--- src/shared/stc_pkg.sv ---
// Behaviour
// - Narrow layout: selector 31, identifier 30:22, page 21:0
// - Wide layout: selector 63:60, identifier 59:44, page 43:0
// - Page number is root address over 4 KiB
// - Narrow selector 0 none, 1 paged 32-bit
// - Wide selector 0 none, 8/9/10 paged schemes
// - Wide 1-7, 11-13 reserved, 14-15 custom
// - No-translation passes addresses unchanged, no protection
// - No-translation encodings custom or reserved per width
// - Unsupported selector write is discarded whole
// - Identifier bits implemented from the bottom
// - Identifier width at most 9 or 16
// - Page field reads back only legal values
// - Translations start only while register active
// - Started translations may finish after deactivation
// - Writes neither order nor invalidate cached translations
// - Identifier and page number change together
package stc_pkg;
    localparam int NARROW_SEL_POS = 31;
    localparam int NARROW_ID_POS = 22;
    localparam int NARROW_ID_MAX = 9;
    localparam int NARROW_PG_BITS = 22;
    localparam int WIDE_SEL_POS = 60;
    localparam int WIDE_SEL_BITS = 4;
    localparam int WIDE_ID_POS = 44;
    localparam int WIDE_ID_MAX = 16;
    localparam int WIDE_PG_BITS = 44;
    localparam int PAGE_SHIFT = 12;
    localparam logic [3:0] SEL_NONE = 4'h0;
    localparam logic [3:0] SEL_P32 = 4'h1;
    localparam logic [3:0] SEL_P39 = 4'h8;
    localparam logic [3:0] SEL_P48 = 4'h9;
    localparam logic [3:0] SEL_P57 = 4'hA;
    localparam logic [3:0] RESET_SEL = 4'h0;
    localparam logic [0:0] ADDR_REG = 1'h0;
    localparam int ACCESS_LATENCY = 1;
    localparam logic [1:0] PRIV_USER = 2'h0;
    localparam logic [1:0] PRIV_SUPER = 2'h1;
    typedef enum {
        STC_IDLE,
        STC_WALK
    } stc_walk_type;
endpackage

--- src/shared/stc_cfg_if.sv ---
`timescale 1ns/1ps
interface stc_cfg_if #(
    parameter int WIDTH = 64
);
    logic [3:0] sel;
    logic [15:0] ident;
    logic [WIDTH-1:0] root_addr;
    logic active;
    logic walk_busy;
    modport src (output sel, output ident, output root_addr, output active, input walk_busy);
    modport snk (input sel, input ident, input root_addr, input active, output walk_busy);
endinterface

--- src/core/stc_translation_ctrl.sv ---
// Implementation choices: the placing of the registers and strobed register access.
`timescale 1ns/1ps
module stc_translation_ctrl #(
    parameter int XLEN = 64,
    parameter int ID_BITS = 16,
    parameter int PG_BITS = 44,
    parameter logic [15:0] SCHEME_MASK = 16'h0701
) (
    input wire logic i_clk,
    input wire logic i_rst,
    input wire logic [0:0] i_addr,
    input wire logic [XLEN-1:0] i_wdata,
    input wire logic i_wr,
    input wire logic i_rd,
    output logic [XLEN-1:0] o_rdata,
    input wire logic [1:0] i_priv,
    input wire logic i_req,
    input wire logic [XLEN-1:0] i_vaddr,
    input wire logic i_walk_done,
    input wire logic i_fence,
    output logic o_active,
    output logic o_walk_busy,
    output logic o_start,
    output logic o_bare,
    output logic [XLEN-1:0] o_paddr,
    output logic [XLEN-1:0] o_root,
    output logic [15:0] o_ident,
    output logic [3:0] o_sel
);
    localparam bit WIDE = (XLEN == 64);
    localparam int ID_LIMIT = WIDE ? stc_pkg::WIDE_ID_MAX : stc_pkg::NARROW_ID_MAX;
    localparam int PG_LIMIT = WIDE ? stc_pkg::WIDE_PG_BITS : stc_pkg::NARROW_PG_BITS;
    localparam int IP = WIDE ? stc_pkg::WIDE_ID_POS : stc_pkg::NARROW_ID_POS;
    initial begin
        if (XLEN != 32 && XLEN != 64) $error("width must be 32 or 64");
        if (ID_BITS < 0 || ID_BITS > ID_LIMIT) $error("identifier width too large");
        if (PG_BITS < 1 || PG_BITS > PG_LIMIT) $error("page field width out of range");
        if (!SCHEME_MASK[0]) $error("no-translation must be supported");
    end
    logic [XLEN-1:0] reg_q, reg_d, rdata_q, rdata_d;
    logic [3:0] sel_q, sel_d;
    logic [15:0] id_q, id_d;
    logic legal;
    logic [3:0] new_sel;
    logic [15:0] new_id;
    logic [XLEN-1:0] new_val;
    logic [XLEN-1:0] pg_mask;
    stc_legalise #(
        .XLEN(XLEN),
        .ID_BITS(ID_BITS),
        .PG_BITS(PG_BITS),
        .SCHEME_MASK(SCHEME_MASK)
    ) u_legal (
        .i_wdata(i_wdata),
        .o_legal(legal),
        .o_sel(new_sel),
        .o_ident(new_id),
        .o_value(new_val)
    );
    always_comb begin
        reg_d = reg_q;
        sel_d = sel_q;
        id_d = id_q;
        rdata_d = '0;
        // Write leaves walks and cached translations alone; software fences
        if (i_wr && i_addr == stc_pkg::ADDR_REG && legal) begin
            reg_d = new_val;
            sel_d = new_sel;
            id_d = new_id;
        end
        if (i_rd && i_addr == stc_pkg::ADDR_REG) begin
            rdata_d = reg_q;
        end
    end
    always_ff @(posedge i_clk) begin
        if (i_rst) begin
            reg_q <= '0;
            sel_q <= stc_pkg::RESET_SEL;
            id_q <= '0;
            rdata_q <= '0;
        end else begin
            reg_q <= reg_d;
            sel_q <= sel_d;
            id_q <= id_d;
            rdata_q <= rdata_d;
        end
    end
    stc_cfg_if #(.WIDTH(XLEN)) cfg ();
    always_comb begin
        pg_mask = XLEN'(({(XLEN+1){1'b0}} | 1) << PG_BITS) - XLEN'(1);
        cfg.sel = sel_q;
        cfg.ident = id_q;
        // Root address is page number times the 4 KiB page
        cfg.root_addr = (reg_q & pg_mask) << stc_pkg::PAGE_SHIFT;
        cfg.active = (i_priv == stc_pkg::PRIV_SUPER) || (i_priv == stc_pkg::PRIV_USER);
    end
    stc_walk_gate #(.WIDTH(XLEN)) u_gate (
        .i_clk(i_clk),
        .i_rst(i_rst),
        .cfg(cfg),
        .i_req(i_req),
        .i_vaddr(i_vaddr),
        .i_walk_done(i_walk_done),
        .i_fence(i_fence),
        .o_start(o_start),
        .o_bare(o_bare),
        .o_paddr(o_paddr),
        .o_root(o_root),
        .o_ident(o_ident),
        .o_sel(o_sel)
    );
    assign o_rdata = rdata_q;
    assign o_active = cfg.active;
    assign o_walk_busy = cfg.walk_busy;
endmodule

--- src/core/stc_legalise.sv ---
`timescale 1ns/1ps
module stc_legalise #(
    parameter int XLEN = 64,
    parameter int ID_BITS = 16,
    parameter int PG_BITS = 44,
    parameter logic [15:0] SCHEME_MASK = 16'h0701
) (
    input wire logic [XLEN-1:0] i_wdata,
    output logic o_legal,
    output logic [3:0] o_sel,
    output logic [15:0] o_ident,
    output logic [XLEN-1:0] o_value
);
    localparam bit WIDE = (XLEN == 64);
    localparam int SP = WIDE ? stc_pkg::WIDE_SEL_POS : stc_pkg::NARROW_SEL_POS;
    localparam int IP = WIDE ? stc_pkg::WIDE_ID_POS : stc_pkg::NARROW_ID_POS;
    logic [3:0] sel;
    logic [15:0] raw_id;
    logic [15:0] id_mask;
    logic [XLEN-1:0] pg_mask;
    always_comb begin
        if (WIDE) begin
            sel = 4'(i_wdata >> SP);
        end else begin
            sel = {3'h0, i_wdata[SP]};
        end
        raw_id = 16'(i_wdata >> IP);
        id_mask = 16'((17'h1 << ID_BITS) - 17'h1);
        pg_mask = XLEN'(({(XLEN+1){1'b0}} | 1) << PG_BITS) - XLEN'(1);
        // Reserved and custom selectors are simply absent from the support mask
        o_legal = SCHEME_MASK[sel];
        o_sel = sel;
        o_ident = raw_id & id_mask;
        o_value = (XLEN'(sel) << SP) | (XLEN'(o_ident) << IP) | (i_wdata & pg_mask);
    end
endmodule

--- src/core/stc_walk_gate.sv ---
`timescale 1ns/1ps
module stc_walk_gate #(
    parameter int WIDTH = 64
) (
    input wire logic i_clk,
    input wire logic i_rst,
    stc_cfg_if.snk cfg,
    input wire logic i_req,
    input wire logic [WIDTH-1:0] i_vaddr,
    input wire logic i_walk_done,
    input wire logic i_fence,
    output logic o_start,
    output logic o_bare,
    output logic [WIDTH-1:0] o_paddr,
    output logic [WIDTH-1:0] o_root,
    output logic [15:0] o_ident,
    output logic [3:0] o_sel
);
    stc_pkg::stc_walk_type st_q, st_d;
    logic [WIDTH-1:0] root_q, root_d, paddr_q, paddr_d;
    logic [15:0] id_q, id_d;
    logic [3:0] sel_q, sel_d;
    logic bare_q, bare_d, start_q, start_d;
    always_comb begin
        st_d = st_q;
        root_d = root_q;
        id_d = id_q;
        sel_d = sel_q;
        paddr_d = paddr_q;
        // Bare result flags only the cycle after its request, like the start pulse
        bare_d = 1'b0;
        start_d = 1'b0;
        case (st_q)
            stc_pkg::STC_IDLE: begin
                if (i_req && cfg.active) begin
                    if (cfg.sel == stc_pkg::SEL_NONE) begin
                        paddr_d = i_vaddr;
                        bare_d = 1'b1;
                    end else begin
                        // Root and identifier snapshot from one register value
                        root_d = cfg.root_addr;
                        id_d = cfg.ident;
                        sel_d = cfg.sel;
                        bare_d = 1'b0;
                        start_d = 1'b1;
                        st_d = stc_pkg::STC_WALK;
                    end
                end
            end
            stc_pkg::STC_WALK: begin
                // Walk keeps its snapshot even if privilege drops; only walk done or a fence ends it
                if (i_walk_done || i_fence) begin
                    st_d = stc_pkg::STC_IDLE;
                end
            end
            default: st_d = stc_pkg::STC_IDLE;
        endcase
    end
    always_ff @(posedge i_clk) begin
        if (i_rst) begin
            st_q <= stc_pkg::STC_IDLE;
            root_q <= '0;
            id_q <= '0;
            sel_q <= stc_pkg::RESET_SEL;
            paddr_q <= '0;
            bare_q <= 1'b0;
            start_q <= 1'b0;
        end else begin
            st_q <= st_d;
            root_q <= root_d;
            id_q <= id_d;
            sel_q <= sel_d;
            paddr_q <= paddr_d;
            bare_q <= bare_d;
            start_q <= start_d;
        end
    end
    assign cfg.walk_busy = (st_q == stc_pkg::STC_WALK);
    assign o_start = start_q;
    assign o_bare = bare_q;
    assign o_paddr = paddr_q;
    assign o_root = root_q;
    assign o_ident = id_q;
    assign o_sel = sel_q;
endmodule

--- config.mk ---
export PLATFORM = sky130hd
export DESIGN_NAME = stc_translation_ctrl
export DESIGN_NICKNAME = d
export VERILOG_FILES = /design/src/shared/stc_pkg.sv /design/src/shared/stc_cfg_if.sv /design/src/core/stc_translation_ctrl.sv /design/src/core/stc_legalise.sv /design/src/core/stc_walk_gate.sv
export SDC_FILE = /design/constraint.sdc
export NUM_CORES = 1
export LEC_CHECK = 0
export BUFFER_PORTS_ARGS = -buffer_cell sky130_fd_sc_hd__buf_2
export CORE_MARGIN = 1.5
export CORE_UTILIZATION = 45
export DETAILED_ROUTE_END_ITERATION = 10
export GPL_TIMING_DRIVEN = 0
export PLACE_DENSITY = 0.74
export SYNTH_ARGS = -nofsm -noshare
export SYNTH_HDL_FRONTEND = slang
export SYNTH_SLANG_ARGS = --single-unit
--- constraint.sdc ---
create_clock -name i_clk -period 3.4 [get_ports i_clk]
set_clock_uncertainty 0.05 [all_clocks]
set_input_delay 0.17 -clock i_clk [delete_from_list [all_inputs] [get_ports i_clk]]
set_output_delay 0.17 -clock i_clk [all_outputs]
set_load 0.05 [all_outputs]
Yosys cells after proc, flatten, opt, wreduce, memory -nomap -nowiden

Memory sizes are Yosys's and may differ from the RTL's.
Cells that the tools add are included.

Flip-flop bits (word level): 310
ROM bits: 16
Input bits: 138
Word-level logic and storage cells: 47
Memories: 1

Memory list:

| name            | words | width | rd ports | clocked after Yosys merged registers in | write ports | RTL line           | source |
|---|---|---|---|---|---|---|---|
| (no name shown) | 16    | 1     | 1        | 0                                       | 0           | stc_legalise.sv:31 | `o_legal = SCHEME_MASK[sel];` |

Magnitude comparators: 1
Equal/unequal tests: 6
Multiplexer cells: 7
Bitwise gates (word level): 7
Reduce and logical (&&, ||, !) cells: 14

Operators with widths:

| operator                                                                | number |
|---|---|
| 32-bit 2-to-1 mux                                                       | 3 |
| 64-bit by 44-bit OR with 64-bit output                                  | 1 |
| 64-bit by 60-bit OR with 64-bit output                                  | 1 |
| 32-bit one-hot mux with 2 select lines                                  | 1 |
| 32-bit by 1-bit equality test with 1-bit output (second input constant) | 1 |
| 32-bit by 2-bit equality test with 1-bit output (second input constant) | 1 |
| 32-bit zero test                                                        | 1 |
| 3-bit AND reduction                                                     | 3 |
| 4-bit by 5-bit < comparator with 1-bit output (second input constant)   | 1 |
| 1-bit NOT                                                               | 5 |
| 1-bit logical AND                                                       | 4 |
| 4-bit zero test                                                         | 1 |
| 2-bit by 1-bit != test with 1-bit output (second input constant)        | 2 |
| 1-bit 2-to-1 mux                                                        | 3 |
| 3-bit OR reduction                                                      | 1 |
| 2-bit by 1-bit equality test with 1-bit output (second input constant)  | 1 |
| 2-bit zero test                                                         | 1 |
| 1-bit logical OR                                                        | 2 |
| 2-bit != test (second input constant)                                   | 1 |
| 2-bit OR reduction                                                      | 1 |

Depth between registers and ports, before layout

Gate-level depths: netlist of run 1.

Word-level depth: 5
Depth in mapped cells: 6
Gate-level depth less buffers: 3

Modules after synthesis

A second synthesis of run 1 with hierarchy kept.

Cells, all modules: 1278
Area total of the unflattened synthesis: 11848.9 um2

By module, submodules not included:

| module               | times used | cells each | area an instance (um2) |
|---|---|---|---|
| stc_walk_gate        | 1          | 687        | 5710.5 |
| stc_translation_ctrl | 1          | 503        | 5486.5 |
| stc_legalise         | 1          | 88         | 651.9 |

Least setup slack after synthesis of run 1

OpenSTA, ideal clock, no wires.

Path type: register to register
From: register u_gate.st_q[0]
To: register u_gate.paddr_q[0] (netlist: u_gate.o_paddr[0])
Arrival time: 1572 ps
Path slack: 1646 ps
Cell stages (with the launch flop): 6
Period minus slack after synthesis: 1754 ps
Cell sequence: dfxtp_1 -> or3b_2 -> buf_2 -> clkbuf_1 -> o21ai_0 -> a21oi_1

Word-level cells in the longest chain between the ends: 2

Ends and longest elaborated chain:

| element                       | RTL line            | source |
|---|---|---|
| start: declaration            | stc_walk_gate.sv:19 | `stc_pkg::stc_walk_type st_q, st_d;` |
| start signal: assignment      | stc_walk_gate.sv:61 | `st_q <= stc_pkg::STC_IDLE;` |
| start signal: assignment      | stc_walk_gate.sv:69 | `st_q <= st_d;` |
| 32-bit zero test              | stc_walk_gate.sv:33 | `case (st_q)` |
| 3-bit AND reduction (no line) | --                  |  |
| end signal: assignment        | stc_walk_gate.sv:73 | `paddr_q <= paddr_d;` |
| end: declaration              | stc_walk_gate.sv:20 | `logic [WIDTH-1:0] root_q, root_d, paddr_q, paddr_d;` |

Every way passes these cells.
A chain may end at the register's enable or synchronous reset.

Worst setup path in the final report of run 1

From: register u_gate.st_q[0]
To: register u_gate.paddr_q[5] (netlist: u_gate.o_paddr[5])

The elaborated chain is that of the path after synthesis.

==> results of run 1 <==
repair_timing:
action	4_1_cts	5_1_grt
buffers inserted	0	0
hold buffers	130	0
endpoints found under the hold margin	128	0
sequential cells by signal, summed over array words and instances, names as in the netlist:
signal	count
cfg.sel	1
u_gate.o_bare	1
reg_q	63
u_gate.o_start	1
u_gate.o_sel	4
u_gate.st_q	1
u_gate.o_root	44
u_gate.o_ident	16
o_rdata	64
u_gate.o_paddr	64
stage by stage:
step                cells  hold slack [ps]
floorplan            1055            267.7
global placement     1662            373.3
detailed placement   1662            379.0
CTS                  1839            16.43
global route         1840            52.97
finish               1840            31.37
where the power goes:
group / switching [W] / internal, W / leakage (nW) / total (W)
clock network: 0.00119 / 0.00163 / 0.418 / 0.00282
registers: 0.0000344 / 0.00309 / 2.10 / 0.00313
logic: 0.000488 / 0.000305 / 3.51 / 0.000794
total: 0.00171 / 0.00503 / 6.02 / 0.00674
synthesized netlist by cell type (5+ instances only):
cell	n
dfxtp_1	259
a21oi_1	131
o21ai_0	128
nand3_1	124
nand2b_1	120
and2_1	64
clkbuf_1	60
mux2i_1	60
buf_4	22
buf_2	14
buf_6	6
buf_8	6
clkbuf_2	6
nand2_1	5
nor2_1	5
worst register-to-register path, stage by stage (launching register included):
cell      delay (ps)
dfxtp_1          350
nor3b_1          420
buf_2            390
clkbuf_1         490
nand3_1          210
a21oi_1          150
final cells by class:
| class | count | area, µm² |
|---|---|---|
| multi-input combinational | 675 | 3930 |
| fill | 1709 | 7141 |
| buffer | 117 | 659.4 |
| tap | 275 | 344.1 |
| timing repair buffer | 462 | 2963 |
| antenna | 1 | 2.502 |
| sequential | 259 | 5185 |
| inverter | 4 | 15.01 |
| clock inverter | 6 | 40.04 |
| clock buffer | 41 | 808.3 |
per-layer routing:
layer	track usage [%]	vias to the layer above	wire, µm
met5	0	-	0
met2	44.15	414	14880
met1	33.91	4440	13520
met3	5.427	116	2041
li1	-	4520	-
met4	13.68	0	1552
cell families (layout without fill, tap and decap cells):
kind of cell	Yosys count	after routing
mux	60	60
other cells	1	21
compound gates	268	268
simple gates	327	327
buf+inv	121	630
flops	259	259
how the worst max path moves through the flow:
stage	to	slack, ps	cells past startpoint	start
5_1_grt	u_gate.o_paddr[5]$_SDFFE_PP0P_	1120	5	u_gate.st_q[0]$_SDFFE_PP0P_
2_1_floorplan	u_gate.o_paddr[0]$_SDFFE_PP0P_	1650	5	u_gate.st_q[0]$_SDFFE_PP0P_
6_report	u_gate.o_paddr[5]$_SDFFE_PP0P_	1260	5	u_gate.st_q[0]$_SDFFE_PP0P_
4_1_cts	u_gate.o_paddr[61]$_SDFFE_PP0P_	1280	6	cfg.sel[3]$_SDFFE_PP0P_
3_5_place_dp	reg_q[3]$_SDFFE_PP0P_	1240	6	i_addr
3_3_place_gp	reg_q[58]$_SDFFE_PP0P_	1300	6	i_addr
==> flow_metrics.py, run 1 <==
metrics = {
    "hold_path": {
        "min_to": "o_rdata[1]$_SDFF_PP0_",
        "min_from": "i_addr",
        "holdCritPathClass": "primary input to flop",
        "whs_path_depth": 3,
    },
    "power": {
        "ir_drop_v": 0.0004275,
        "report.power.total_w": 0.006744,
        "power_density_nw_per_um2": 483.6,
        "p_leak_nw": 6.022,
    },
    "sta": {
        "setup_viol": 0,
        "fin_crit_ps": 2137,
        "max_slew_margin_pct": 20.89,
        "hold_violations": 0,
        "finalCritPeriodShare_pct": 62.85,
        "rsz0062_at_grt": "no",
        "tightest_slew_ps": 1184,
        "setup_ws_ps": 1263,
        "drv_slew": 0,
        "setup_tns_ps": 0,
        "timing.fmax_mhz": 468.0,
    },
    "worst_setup_path": {
        "crit_fanout": 10,
        "r2r_slack_ps": 1260,
        "cpPeakStageDelay_ps": 490,
        "crit_chain": "nor3b_1, buf_2, clkbuf_1, nand3_1, a21oi_1",
        "crit_type": "flop to flop",
        "timing.rr.start": "u_gate.st_q[0]$_SDFFE_PP0P_",
        "rr_endpoint": "u_gate.o_paddr[5]$_SDFFE_PP0P_",
        "cp.required_ps": 3810,
        "worstSetupEndpointType": "flop",
        "startpoint_type": "flop",
        "crit_buf_inv": 2,
        "path_delay_family": "buffers and inverters",
        "critical_path_arrival_ps": 2540,
        "rr_worst_depth": 5,
        "cp_slowest_cell": "clkbuf_1",
    },
    "global_route": {
        "grt_overflow": 0,
        "grt_start_max_net_pins": 14,
        "antenna_found_initial": 1,
        "grt_pass1_vias": 9289,
        "grt.total_usage_pct": 27.07,
        "grt_pass1_wl_um": 48160,
    },
    "yosys": {
        "seq_area_frac_synth_pct": 53.35,
        "syn_area_um2": 9718,
        "avgSynthCellArea_um2": 9.380,
        "synth-main-ff-cell": "dfxtp_1",
        "synth_simple_gate_area_share_pct": 19.43,
        "synth_top_family_by_area": "simple AND/OR/NAND/NOR gates",
        "synth.area.top_cells": "dfxtp_1, nand2b_1, a21oi_1",
        "synth-adder-area-share_pct": 0,
        "async_flop_share_pct": 0,
        "synth_top_cell_area_share_pct": 53.35,
        "synth_cell_types": 32,
        "ys_ff_latch": 259,
        "synth_edf_count": 0,
        "muxShareOfSynthArea_pct": 6.180,
        "synth_compound_area_share_pct": 14.06,
        "synth_area_leader_cell": "dfxtp_1",
        "synth_warnings": 0,
        "synthCells": 1036,
        "synth_xor_area_share_pct": 0,
    },
    "finish": {
        "finalNetCount": 1684,
        "final_common_cell": "buf_2",
        "mostFrequentLayoutCells": "buf_2, dfxtp_1, a21oi_1",
        "fin_area_um2": 13950,
        "final_core_util_pct": 66.14,
        "drive_above_1_share_pct": 27.62,
        "area_growth_pct": 43.52,
    },
    "clock_tree": {
        "clk_pin_slew_ps": 60,
        "numCtsBuffers": 27,
        "cts_resized": 0,
        "clock-root-buffer": "clkbuf_16",
        "cts_tree": "done",
        "h-tree-depth": 1,
        "clockBufferDepth": 3,
        "cts_sinks": 259,
        "clock_latency_ps": 530,
    },
    "die": {
        "start_util_pct": 46.08,
        "die_y_um": 150.0,
        "die_w_um": 150.0,
        "rows": 53,
        "dieArea_um2": 22490,
        "num_io_pins": 354,
        "coreArea_um2": 21090,
    },
    "status": {
        "status": "complete, no violations",
    },
    "routing": {
        "post_drt_wl_per_cell_um": 17.39,
        "final_antenna_net_count": 0,
        "dr.pass1.iters": 5,
        "drt_iter0_drc": 399,
        "routed_wirelength_um": 31990,
        "num_vias": 9490,
        "viasPerCell": 5.158,
        "post-route-drc-count": 0,
    },
    "placed_design": {
        "gp_congestion": 0.8526,
        "numPortBuffers": 332,
        "placed_cell_area_um2": 11800,
        "dp_hpwl_um": 21370,
        "pre_cts_slack_ps": 1241,
    },
    "job": {
        "cap_violations": 0,
    },
}
No activity file was read; power rests on OpenSTA's default activity.
==> run 2, diff against run 1 <==
- ABC_AREA: default -> 1
- PLACE_DENSITY: 0.74 -> 0.73
- clock period: 3.4 -> 2.16 ns (I/O delays scaled with it)
==> run 2 against run 1 <==
Global-route usage is essentially flat. First-iteration DRC count decreased by 2.8%. Via count rose by 7.2%. Largest power group unchanged. Highest routed layer unchanged.
==> flow_metrics.py, run 2 <==
metrics = {
    "status": {
        "status": "complete, no violations",
    },
    "yosys": {
        "ys_ff_latch": 259,
        "avgSynthCellArea_um2": 7.324,
        "async_flop_share_pct": 0,
        "seq_area_frac_synth_pct": 52.48,
        "synth_cell_types": 18,
        "syn_area_um2": 9879,
        "synth-main-ff-cell": "dfxtp_1",
        "synthTopCellsByCount": "nor2_1, nand2_1, dfxtp_1",
        "synth_top_cell_area_share_pct": 52.48,
        "synth.area.top_cells": "dfxtp_1, nor2_1, nand2_1",
        "synthCells": 1349,
        "synth_most_common_cell": "nor2_1",
        "synth_edf_count": 0,
        "synth_warnings": 0,
        "synth_area_leader_cell": "dfxtp_1",
    },
    "placed_design": {
        "numPortBuffers": 331,
        "dp.cells": 1979,
        "gp_congestion": 0.8790,
        "pre_cts_slack_ps": 404.4,
        "placed_cell_area_um2": 11960,
        "dp_hpwl_um": 21220,
    },
    "power": {
        "p_leak_nw": 7.067,
        "power_density_nw_per_um2": 818.0,
        "ir_drop_v": 0.0006021,
        "report.power.total_w": 0.01157,
    },
    "finish": {
        "fin_cells": 2163,
        "finalNetCount": 2000,
        "mostFrequentLayoutCells": "nor2_1, buf_2, nand2_1",
        "seqCellArea_um2": 5185,
        "final_common_cell": "nor2_1",
        "area_growth_pct": 43.20,
        "fillCellCount": 1785,
        "drive_above_1_share_pct": 23.91,
        "fin_area_um2": 14150,
        "multiInputGateArea_um2": 3665,
    },
    "routing": {
        "drt_iter0_drc": 388,
        "final_antenna_net_count": 0,
        "viasPerCell": 4.706,
        "dr.pass1.iters": 5,
        "post_drt_wl_per_cell_um": 14.76,
        "post-route-drc-count": 0,
        "num_vias": 10180,
        "routed_wirelength_um": 31920,
    },
    "sta": {
        "tightest_slew_ps": 616.3,
        "finalCritPeriodShare_pct": 93.53,
        "max_slew_margin_pct": 58.80,
        "hold_violations": 0,
        "timing.fmax_mhz": 495.0,
        "setup_viol": 0,
        "drv_slew": 0,
        "rsz0062_at_grt": "no",
        "setup_ws_ps": 139.7,
        "fin_crit_ps": 2020,
        "setup_tns_ps": 0,
    },
    "worst_setup_path": {
        "crit_fanout": 10,
        "worstSetupEndpointType": "flop",
        "rr_worst_depth": 8,
        "critical_path_arrival_ps": 2430,
        "path_delay_family": "buffers and inverters",
        "rr_endpoint": "u_gate.o_paddr[41]$_SDFFE_PP0P_",
        "r2r_slack_ps": 380,
        "cp_slowest_cell": "dlygate4sd3_1",
        "crit_chain": "dlygate4sd3_1, buf_2, inv_1, nor2_2, buf_4, buf_4, nand3_1, dlygate4sd3_1, a21oi_1",
        "cp.required_ps": 2570,
        "cpPeakStageDelay_ps": 560,
        "crit_type": "primary input to flop",
        "crit_buf_inv": 6,
        "timing.rr.start": "u_gate.st_q[0]$_SDFFE_PP0P_",
        "startpoint_type": "primary input",
    },
    "hold_path": {
        "whs_path_depth": 3,
        "min_from": "i_rd",
        "holdCritPathClass": "primary input to flop",
        "min_to": "o_rdata[63]$_SDFF_PP0_",
    },
    "global_route": {
        "grt.total_usage_pct": 27.11,
        "antenna_found_initial": 0,
        "grt_pass1_vias": 9869,
        "grt_pass1_wl_um": 48650,
        "grt_overflow": 0,
        "grt_start_max_net_pins": 14,
    },
    "die": {
        "num_io_pins": 354,
        "dieArea_um2": 22850,
        "die_y_um": 151.2,
        "start_util_pct": 45.55,
        "coreArea_um2": 21690,
        "die_w_um": 151.2,
        "rows": 54,
    },
    "clock_tree": {
        "clockBufferDepth": 3,
        "clk_pin_slew_ps": 60,
        "cts_resized": 0,
        "cts_tree": "done",
        "clock-root-buffer": "clkbuf_16",
        "h-tree-depth": 1,
        "cts_sinks": 259,
        "numCtsBuffers": 27,
        "cts-hold-fix-buffers": 134,
        "post-cts-setup-buffers": 0,
        "clock_latency_ps": 530,
    },
    "job": {
        "cap_violations": 0,
    },
}
[run 2: cell count changes after synthesis, sizes merged, moves of 38 or more]
cell and change:
nand3 -59, inv +132, nor2 +381, nand3b +60, o21ai -126, a21oi -66
clkbuf -38, nand2 +264, mux2i -60, and2 -64, nand2b -120
[run 2: logic make-up (layout without fill, tap and decap cells)]
logic type / after synthesis / count (layout) / synth area share, %
buffers and inverters: 241 / 755 / 11.14
and+or+nand+nor: 781 / 781 / 32.94
DFF: 259 / 259 / 52.48
AOI/OAI and AO/OA: 67 / 67 / 3.394
other: 1 / 21 / 0.03796
[run 2: power breakdown]
part	internal (W)	total, W	switching (W)
sequential	0.00497	0.00508	0.000103
clock	0.00261	0.00449	0.00187
combinational	0.000654	0.00201	0.00135
total	0.00824	0.0116	0.00333
[run 2: worst register-to-register path, cell delays in order, from the launching register on]
cell,delay (ps)
dfxtp_1,390
nor2_1,130
nand2_1,150
nor2_1,250
buf_4,230
buf_4,190
nand2_1,110
nand2_1,110
nor2_1,60
[run 2: cell type report]
class	instances	share of cell area (%)
sequential	259	36.65
multi-input combinational	868	25.90
timing repair buffer	465	21.19
clock buffer	38	5.209
buffer	105	4.174
inverter	136	3.608
tap	280	2.476
clock inverter	11	0.7694
antenna	1	0.01769
[run 2: worst max path at each step]
stage	slack, ps	end	cells past startpoint	start
after CTS	140	cfg.sel[3]$_SDFFE_PP0P_	9	i_wr
after detailed placement	400	u_gate.o_paddr[8]$_SDFFE_PP0P_	8	cfg.sel[3]$_SDFFE_PP0P_
after global routing	50	cfg.sel[3]$_SDFFE_PP0P_	9	i_wr
after global placement	430	u_gate.o_paddr[45]$_SDFFE_PP0P_	8	u_gate.st_q[0]$_SDFFE_PP0P_
final	140	cfg.sel[3]$_SDFFE_PP0P_	9	i_wr
after floorplan	620	u_gate.o_paddr[0]$_SDFFE_PP0P_	7	u_gate.st_q[0]$_SDFFE_PP0P_
[run 2: per-layer routing]
metal  global-route usage [%]  part of all wire [%]  wire, µm
met4                    10.63                   3.4      1074
met5                        0                     0         0
met3                    5.482                   8.5      2705
met1                    30.88                    39     12360
met2                    49.45                    49     15780
[run 2: stage by stage]
step,util (%),hold WS (ps)
after global placement,55.13,319.3
after CTS,65.22,150.2
after global routing,65.22,192.6
final,65.23,174.3
after floorplan,-,192.9
after detailed placement,55.13,328.3
==> run 3, diff against run 2 <==
- clock period: 2.16 -> 2.2 ns (I/O delays scaled with it)
==> run 3 against run 2 <==
Sequential cell count unchanged. Final cell count about the same. Register-to-register slack improved by 40 ps. Total power decreased by 1.8%. Global-route usage unchanged. Largest cell class unchanged.
==> flow_metrics.py, run 3 (synthesis results as in run 2) <==
metrics = {
    "status": {
        "status": "complete, no violations",
    },
    "clock_tree": {
        "cts_tree": "done",
        "clock-root-buffer": "clkbuf_16",
        "numCtsBuffers": 27,
        "clockBufferDepth": 3,
        "h-tree-depth": 1,
        "clk_pin_slew_ps": 60,
        "cts_sinks": 259,
        "clock_latency_ps": 530,
        "post-cts-setup-buffers": 0,
    },
    "die": {
        "rows": 54,
        "die_w_um": 151.2,
        "coreArea_um2": 21690,
        "dieArea_um2": 22850,
        "start_util_pct": 45.55,
        "num_io_pins": 354,
        "die_y_um": 151.2,
    },
    "routing": {
        "viasPerCell": 4.736,
        "dr.pass1.iters": 8,
        "routed_wirelength_um": 31970,
        "num_vias": 10230,
        "post-route-drc-count": 0,
        "drt_iter0_drc": 418,
        "post_drt_wl_per_cell_um": 14.79,
        "final_antenna_net_count": 0,
    },
    "placed_design": {
        "dp_hpwl_um": 21220,
        "dp.cells": 1979,
        "numPortBuffers": 331,
        "gp_congestion": 0.8790,
        "pre_cts_slack_ps": 444.4,
    },
    "power": {
        "swShare_pct": 28.81,
        "pwr-share-clk_pct": 38.8,
        "pwr-share-comb_pct": 17.3,
        "p_seq_share_pct": 43.9,
        "power_density_nw_per_um2": 803.8,
        "p_leak_nw": 7.068,
        "ir_drop_v": 0.0005931,
        "p_int_w": 0.008091,
        "power_switching_w": 0.003274,
    },
    "global_route": {
        "grt_overflow": 0,
        "grt.total_usage_pct": 27.11,
        "grt_pass1_vias": 9870,
        "grt_start_max_net_pins": 14,
        "antenna_found_initial": 0,
        "grt_pass1_wl_um": 48650,
    },
    "worst_setup_path": {
        "worstSetupEndpointType": "flop",
        "crit_type": "primary input to flop",
        "startpoint_type": "primary input",
        "cp.required_ps": 2620,
        "crit_fanout": 10,
        "critical_path_arrival_ps": 2490,
    },
    "job": {
        "cap_violations": 0,
    },
    "finish": {
        "mostFrequentLayoutCells": "nor2_1, buf_2, nand2_1",
        "antenna_cells": 0,
        "finalNetCount": 1999,
        "fin_cells": 2161,
        "final_common_cell": "nor2_1",
        "fillCellCount": 1789,
        "area_growth_pct": 43.12,
        "drive_above_1_share_pct": 23.92,
        "seqCellArea_um2": 5185,
        "multiInputGateArea_um2": 3670,
    },
    "sta": {
        "setup_viol": 0,
        "setup_ws_ps": 131.2,
        "finalCritPeriodShare_pct": 94.04,
        "drv_slew": 0,
        "setup_tns_ps": 0,
        "tightest_slew_ps": 620.5,
        "fin_crit_ps": 2069,
        "max_slew_margin_pct": 58.52,
        "rsz0062_at_grt": "no",
        "hold_violations": 0,
        "timing.fmax_mhz": 483.4,
    },
    "hold_path": {
        "holdCritPathClass": "primary input to flop",
    },
}
-- run 3: cell count changes in the layout (fill, tap and decap cells not counted) --
cell and delta:
nor2_4 +1, dlygate4sd3_1 -1, diode_2 -1, nor2_2 -1
-- run 3: path summary, 6_finish.rpt --
path / from / end / slack [ps] / cells after the start
setup reg to reg: u_gate.st_q[0]$_SDFFE_PP0P_ / u_gate.o_paddr[41]$_SDFFE_PP0P_ / 420 / 8
hold reg to reg: reg_q[44]$_SDFFE_PP0P_ / o_rdata[44]$_SDFF_PP0_ / 410 / 2
hold / removal: i_rd / o_rdata[63]$_SDFF_PP0_ / 180 / 3
setup / recovery: i_addr / cfg.sel[3]$_SDFFE_PP0P_ / 130 / 10
-- run 3: layout make-up --
cell class / instances / share of cell area, %
buffer: 105 / 4.177
clock buffer: 38 / 5.212
clock inverter: 11 / 0.7698
inverter: 136 / 3.610
multi-input combinational: 868 / 25.95
sequential: 259 / 36.67
tap: 280 / 2.478
timing repair buffer: 464 / 21.13
-- run 3: repair_timing --
action	4_1_cts	5_1_grt
endpoints found under the setup margin	0	1
hold buffers	133	0
gates resized for setup	0	1
hold endpoints to repair	133	0
-- run 3: critical path, stage by stage --
cell and delay [ps]:
buf_2 100, inv_1 110, nand2_1 100, nor2_4 250
buf_4 260, buf_4 200, nand3_1 70, dlygate4sd3_1 560
a21oi_1 150, dlygate4sd3_1 570
-- run 3: power groups by stage --
stage	combinational, W	sequential [W]	clock, W
4_1_cts	0.00193	0.00498	0.00449
3_5_place_dp	0.00174	0.00508	0
3_3_place_gp	0.00172	0.00507	0
6_report	0.00197	0.00499	0.00441
5_1_grt	0.00213	0.00500	0.00465
2_1_floorplan	0.000753	0.00558	0
-- run 3: per-layer routing --
layer,GRT usage (%),routed length (µm)
met5,0,0
met4,10.63,1072
met3,5.482,2836
met2,49.47,15820
met1,30.86,12250
-- run 3: through the flow --
step / hold slack, ps / area (µm²) / total power (W) / utilization [%]
4_1_cts: 152.2 / 14130 / 0.01139 / 65.17
6_report: 179.0 / 14140 / 0.01137 / 65.20
3_3_place_gp: 321.3 / 11960 / 0.006792 / 55.13
5_1_grt: 195.3 / 14140 / 0.01178 / 65.20
2_1_floorplan: 194.9 / 9951 / 0.006334 / -
3_5_place_dp: 330.3 / 11960 / 0.006815 / 55.13
